===== src/arc_defs.svh =====
// Offsets, field positions and reset values of the rate converter controls
`ifndef ARC_DEFS_SVH
`define ARC_DEFS_SVH
`define ARC_ADDR_W        12
`define ARC_OFF_C1_EN     12'hef2
`define ARC_OFF_C2_HIGH   12'hef3
`define ARC_OFF_C2_LOW    12'hef4
`define ARC_OFF_C2_EN     12'hef5
`define ARC_RATE_MSB      14
`define ARC_RATE_LSB      11
`define ARC_INT_MSB       15
`define ARC_INT_LSB       12
`define ARC_DEC_MSB       9
`define ARC_DEC_LSB       6
`define ARC_C1_DEC_MSB    8
`define ARC_NOTCH_BIT     0
`define ARC_RATE_RST      4'h0
`define ARC_EN_RST        16'h0000
`define ARC_C1_EN_MASK    16'h01c1
`define ARC_C2_EN_MASK    16'hf3c1
`define ARC_RATE_MASK     16'h7800
`endif


===== src/arc_pkg.sv =====
// Types shared by the rate converter control registers
package arc_pkg;
  typedef enum logic [3:0] {
    ARC_SYNC_1  = 4'h0,
    ARC_SYNC_2  = 4'h1,
    ARC_SYNC_3  = 4'h2,
    ARC_ASYNC_1 = 4'h8,
    ARC_ASYNC_2 = 4'h9
  } arc_rate_e;
  typedef struct packed {
    logic [3:0] interp_en;
    logic [3:0] decim_en;
    logic       notch_en;
  } arc_path_s;
  typedef struct packed {
    logic [3:0] high_rate;
    logic [3:0] low_rate;
    logic       notch_en;
  } arc_notch_cfg_s;
endpackage : arc_pkg


===== src/arc_ctrl.sv =====
// Control registers of the isochronous rate converters
//
// Summary of operation
// - Converter two high rate code at 14:11
// - Converter two low rate code at 14:11
// - Interpolation enables at bits 15 to 12, converter two only
// - Decimation enables at bits 9 to 6, converter one at bits 8 to 6
// - Notch enable at bit 0
// - Refuse new path enable when underclocked
// - Converter two notch configured from selected rates automatically
//
// The strobed register port was decided locally.
`timescale 1ns/1ps
`include "arc_defs.svh"
module arc_ctrl
  import arc_pkg::*;
(
  // Clock and reset
  input  wire logic                   sys_clk_i,
  input  wire logic                   reset_i,
  // Register port
  input  wire logic [`ARC_ADDR_W-1:0] reg_addr_i,
  input  wire logic [15:0]            reg_wdata_i,
  input  wire logic                   reg_wr_i,
  input  wire logic                   reg_rd_i,
  output logic      [15:0]            reg_rdata_o,
  // Clock headroom check from the clocking block
  input  wire logic                   clk_sufficient_i,
  // Converter controls
  output arc_path_s                   conv1_path_o,
  output arc_path_s                   conv2_path_o,
  output arc_notch_cfg_s              conv2_notch_cfg_o,
  output logic                        underclock_err_o
);

  // ----------------------------------------------------------------
  // Helpers
  // ----------------------------------------------------------------
  // Enables may only rise when the clock can carry them
  function automatic logic [15:0] gate_enables(input logic [15:0] old_v,
                                               input logic [15:0] new_v,
                                               input logic        ok);
    gate_enables = ok ? new_v : (new_v & old_v);
  endfunction : gate_enables

  // ----------------------------------------------------------------
  // Register state
  // ----------------------------------------------------------------
  // Reserved rate codes are stored as written; software keeps them out
  logic [3:0]  high_q, high_d;
  logic [3:0]  low_q, low_d;
  logic [15:0] c1_en_q, c1_en_d;
  logic [15:0] c2_en_q, c2_en_d;
  logic [15:0] rdata_q, rdata_d;
  logic        err_q, err_d;
  logic [15:0] wr_c1, wr_c2;

  always_comb begin
    high_d  = high_q;
    low_d   = low_q;
    c1_en_d = c1_en_q;
    c2_en_d = c2_en_q;
    err_d   = 1'b0;
    rdata_d = 16'h0000;
    wr_c1   = reg_wdata_i & `ARC_C1_EN_MASK;
    wr_c2   = reg_wdata_i & `ARC_C2_EN_MASK;
    if (reg_wr_i) begin
      case (reg_addr_i)
        `ARC_OFF_C2_HIGH: begin
          high_d = reg_wdata_i[`ARC_RATE_MSB:`ARC_RATE_LSB];
        end
        `ARC_OFF_C2_LOW: begin
          low_d = reg_wdata_i[`ARC_RATE_MSB:`ARC_RATE_LSB];
        end
        // Clearing always passes so software can shed load
        // converter one enables, refusal
        `ARC_OFF_C1_EN: begin
          c1_en_d = gate_enables(c1_en_q, wr_c1, clk_sufficient_i);
          err_d   = !clk_sufficient_i && ((wr_c1 & ~c1_en_q) != 16'h0000);
        end
        `ARC_OFF_C2_EN: begin
          c2_en_d = gate_enables(c2_en_q, wr_c2, clk_sufficient_i);
          err_d   = !clk_sufficient_i && ((wr_c2 & ~c2_en_q) != 16'h0000);
        end
        default: begin
        end
      endcase
    end
    if (reg_rd_i) begin
      // readback, unmapped and undefined bits zero
      case (reg_addr_i)
        `ARC_OFF_C2_HIGH: rdata_d = {1'b0, high_q, 11'h000};
        `ARC_OFF_C2_LOW:  rdata_d = {1'b0, low_q, 11'h000};
        `ARC_OFF_C1_EN:   rdata_d = c1_en_q;
        `ARC_OFF_C2_EN:   rdata_d = c2_en_q;
        default:          rdata_d = 16'h0000;
      endcase
    end
  end

  always_ff @(posedge sys_clk_i or posedge reset_i) begin
    if (reset_i) begin
      high_q  <= `ARC_RATE_RST;
      low_q   <= `ARC_RATE_RST;
      c1_en_q <= `ARC_EN_RST;
      c2_en_q <= `ARC_EN_RST;
      rdata_q <= 16'h0000;
      err_q   <= 1'b0;
    end else begin
      high_q  <= high_d;
      low_q   <= low_d;
      c1_en_q <= c1_en_d;
      c2_en_q <= c2_en_d;
      rdata_q <= rdata_d;
      err_q   <= err_d;
    end
  end

  // ----------------------------------------------------------------
  // Outputs
  // ----------------------------------------------------------------
  assign reg_rdata_o      = rdata_q;
  assign underclock_err_o = err_q;
  assign conv1_path_o = '{interp_en: 4'h0,
                          decim_en:  {1'b0,
                                      c1_en_q[`ARC_C1_DEC_MSB:`ARC_DEC_LSB]},
                          notch_en:  c1_en_q[`ARC_NOTCH_BIT]};
  assign conv2_path_o = '{interp_en: c2_en_q[`ARC_INT_MSB:`ARC_INT_LSB],
                          decim_en:  c2_en_q[`ARC_DEC_MSB:`ARC_DEC_LSB],
                          notch_en:  c2_en_q[`ARC_NOTCH_BIT]};
  // notch follows the selected rates, no coefficients
  assign conv2_notch_cfg_o = '{high_rate: high_q,
                               low_rate:  low_q,
                               notch_en:  c2_en_q[`ARC_NOTCH_BIT]};
endmodule : arc_ctrl


===== config.mk =====
export PLATFORM = sky130hd
export DESIGN_NAME = arc_ctrl
export DESIGN_NICKNAME = d
export VERILOG_FILES = /design/src/arc_pkg.sv /design/src/arc_ctrl.sv
export VERILOG_INCLUDE_DIRS = /design/src
export SDC_FILE = /design/constraint.sdc
export NUM_CORES = 1
export LEC_CHECK = 0
export BUFFER_PORTS_ARGS = -buffer_cell sky130_fd_sc_hd__buf_2
export CAP_MARGIN = 15
export CORE_ASPECT_RATIO = 1.1
export CORE_MARGIN = 1.5
export CORE_UTILIZATION = 49
export CTS_CLUSTER_DIAMETER = 30
export CTS_CLUSTER_SIZE = 14
export DETAILED_ROUTE_END_ITERATION = 16
export PLACE_DENSITY = 0.82
export SLEW_MARGIN = 5
export SYNTH_ARGS = -nofsm -noshare
export SYNTH_HDL_FRONTEND = slang
export SYNTH_SLANG_ARGS = --single-unit

===== constraint.sdc =====
create_clock -name sys_clk_i -period 3.02 [get_ports sys_clk_i]
set_input_delay 0.302 -clock sys_clk_i [delete_from_list [all_inputs] [get_ports sys_clk_i]]
set_output_delay 0.302 -clock sys_clk_i [all_outputs]
set_load 0.005 [all_outputs]

==> flow_summary.json <==
{
  "synth.area.mux_share_pct": 5.50,
  "synthTopCellsByArea": "dfrtp_1, a21oi_1, buf_4",
  "drv_slew": 0,
  "hold_class": "in2async",
  "viasPerCell": 5.45,
  "grt_antenna_before_repair": 0,
  "netlist_area_mm2": 0.00164,
  "drive_above_1_share_pct": 40.7,
  "syn_to_final_growth_pct": 19.6,
  "final_cell_area_mm2": 0.00196,
  "synth-edff-count": 0,
  "crit_path_top_delay_cell": "mux2_2",
  "fp.dieH_um": 63.6,
  "path_cells": "buf_2 -> nand2b_2 -> nor3_2 -> and3_1 -> mux2_2",
  "crit_type": "in2reg",
  "clk_pin_slew_ns": 0.09,
  "clock-sinks": 32,
  "ir_worst_vdd_uv": 169,
  "yosysSeqAreaShare_pct": 48.9,
  "post_cts_buffers": 0,
  "insertion_delay_ns": 0.33,
  "ctsLongestPathBuffers": 2,
  "worst_slew_pin_slew_ns": 0.739,
  "vias": 1324,
  "critPathTopFamily": "simple AND/OR/NAND/NOR gates",
  "dieArea_mm2": 0.00370,
  "overflow": 0,
  "wl_per_cell_um": 14.5,
  "diodes": 0,
  "drv_cap": 0,
  "fin_util_pct": 62.6,
  "ant_nets": 0,
  "status": "finished, violations left",
  "post-route-drc-count": 5,
  "synthSimpleGateAreaFrac_pct": 18.7,
  "wl_um": 3530,
  "ys_warn_count": 0,
  "firstDrtPassIters": 11,
  "core-area_mm2": 0.00313,
  "startpoint_type": "input pin",
  "synth_cells": 147,
  "gp_congestion": 0.790,
  "start_util_pct": 52.3,
  "synthAdderAreaFrac_pct": 0,
  "synthFlopType": "dfrtp_1",
  "fin_skew_ns": 0.00577,
  "die_w_um": 58.1,
  "required_ns": 3.24,
  "crit_buf_inv": 1,
  "path_max_fanout": 5,
  "max_freq_ghz": 0.682,
  "synth_area_per_cell_um2": 11.1,
  "setup_viol": 0,
  "grt_max_degree": 33,
  "power_density_mw_per_mm2": 386,
  "relSlewSlack_pct": 50.3,
  "synth_compound_area_share_pct": 17.0,
  "arrival_ns": 1.69,
  "synth_commonest_cells": "dfrtp_1, a21oi_1, buf_4, inv_1, nor2_1",
  "htreeDepth": 2,
  "post-route-period-util_pct": 48.5,
  "violations": "DRC",
  "period_needed_ns": 1.47,
  "rows": 21,
  "layout.nets": 241,
  "multi_input_area_um2": 714,
  "yosysMostFrequentCell": "dfrtp_1",
  "grt_setup_unrepaired": "no",
  "fill_cells": 258,
  "grt_pass1_vias": 1252,
  "synthArstFlopShare_pct": 100,
  "grt_first_pass_wirelength_um": 5800,
  "numCtsBuffers": 5,
  "cts_hold_buf": 0,
  "dp.cells": 235,
  "hpwlAfterDp_um": 2550,
  "grt_usage_pct": 20.7,
  "synth_top_family_by_area": "simple AND/OR/NAND/NOR gates",
  "synth-xor-area-share_pct": 0,
  "ys_types": 36,
  "io_buffers": 59,
  "io_pins": 77,
  "fin_tns_setup_ns": 0,
  "ys_ff_latch": 32,
  "yosysTopAreaCell": "dfrtp_1",
  "p_leak_uw": 0.00108,
  "post_cts_resized": 0,
  "place_area_mm2": 0.00190,
  "worst_path_largest_cell_delay_ns": 0.36,
  "yosysTopAreaCellShare_pct": 48.9,
  "cts_tree": "built",
  "clockRootBuffer": "clkbuf_4",
  "drtIter0Drc": 65,
  "critPathCaptureType": "flip-flop",
  "regArea_um2": 801,
  "finalHoldViolCount": 0,
  "finalNonFillerCells": 243
}
cell type report:
cell class              count  area share, %
multi-input cells          99           36.5
well taps                  34           2.17
clock buffers               8           3.01
flip-flops and latches     32           40.9
repair buffers             60           15.5
inverters                  10           1.92
final timing paths:
kind	startpoint	end	slack (ns)	cells after the start
setup / recovery	reg_addr_i[8]	low_q[0]	1.55	5
hold / removal	reset_i	low_q[2]	0.03	3
setup reg to reg	c2_en_q[12]	underclock_err_o	1.85	4
hold reg to reg	low_q[0]	reg_rdata_o[11]	0.54	2
max in group asynchronous	reset_i	c2_en_q[9]	2.70	3
min in group sys_clk_i	reg_wdata_i[15]	c2_en_q[15]	0.20	3
through the flow:
stage	hold slack [ns]	total power [uW]	setup WS (ns)
6_report	0.0308	755	1.55
3_3_place_gp	0.399	507	1.20
4_1_cts	0.0450	758	1.55
5_1_grt	0.0753	792	1.48
3_5_place_dp	0.401	509	1.20
2_1_floorplan	0.418	487	1.47
sequential cells by signal, summed over array words and instances (netlist names):
signal,cells
c2_en_q,9
reg_rdata_o,10
c1_en_q,4
high_q,4
underclock_err_o,1
low_q,4
placed cells by master, fill, tap and decap left out, types with 2 or more instances in the layout:
| cell | n |
|---|---|
| a21oi_1 | 27 |
| a22o_1 | 3 |
| a22oi_1 | 7 |
| and3_1 | 3 |
| buf_2 | 59 |
| clkbuf_1 | 2 |
| clkbuf_4 | 5 |
| conb_1 | 11 |
| dfrtp_1 | 32 |
| inv_1 | 10 |
| mux2_2 | 8 |
| nand2b_1 | 4 |
| nor2_1 | 9 |
| nor4_4 | 3 |
| o22ai_1 | 4 |
kinds of logic after synthesis:
family,count (synthesis)
muxes,8
other,1
buffers and inverters,26
DFF,32
and+or+nand+nor,34
AOI/OAI and AO/OA,46
metal layers:
layer  up-vias  global-route usage [%]  share of wire, %
met5         -                       0                 0
met1       633                    27.5                44
met2        53                    32.8                49
li1        634                       -                 -
met4         0                    6.98               1.5
met3         4                    4.93               6.0
power by group:
group	internal (uW)	total, uW	switching [uW]
sequential	429	431	1.19
combinational	25.1	70.2	45.1
clock	115	254	140
worst min-delay path, delay by kind of cell:
kind	cells	cell delay [ns]
buffers and inverters	3	0.48
Power figures use the tool's default switching activity.
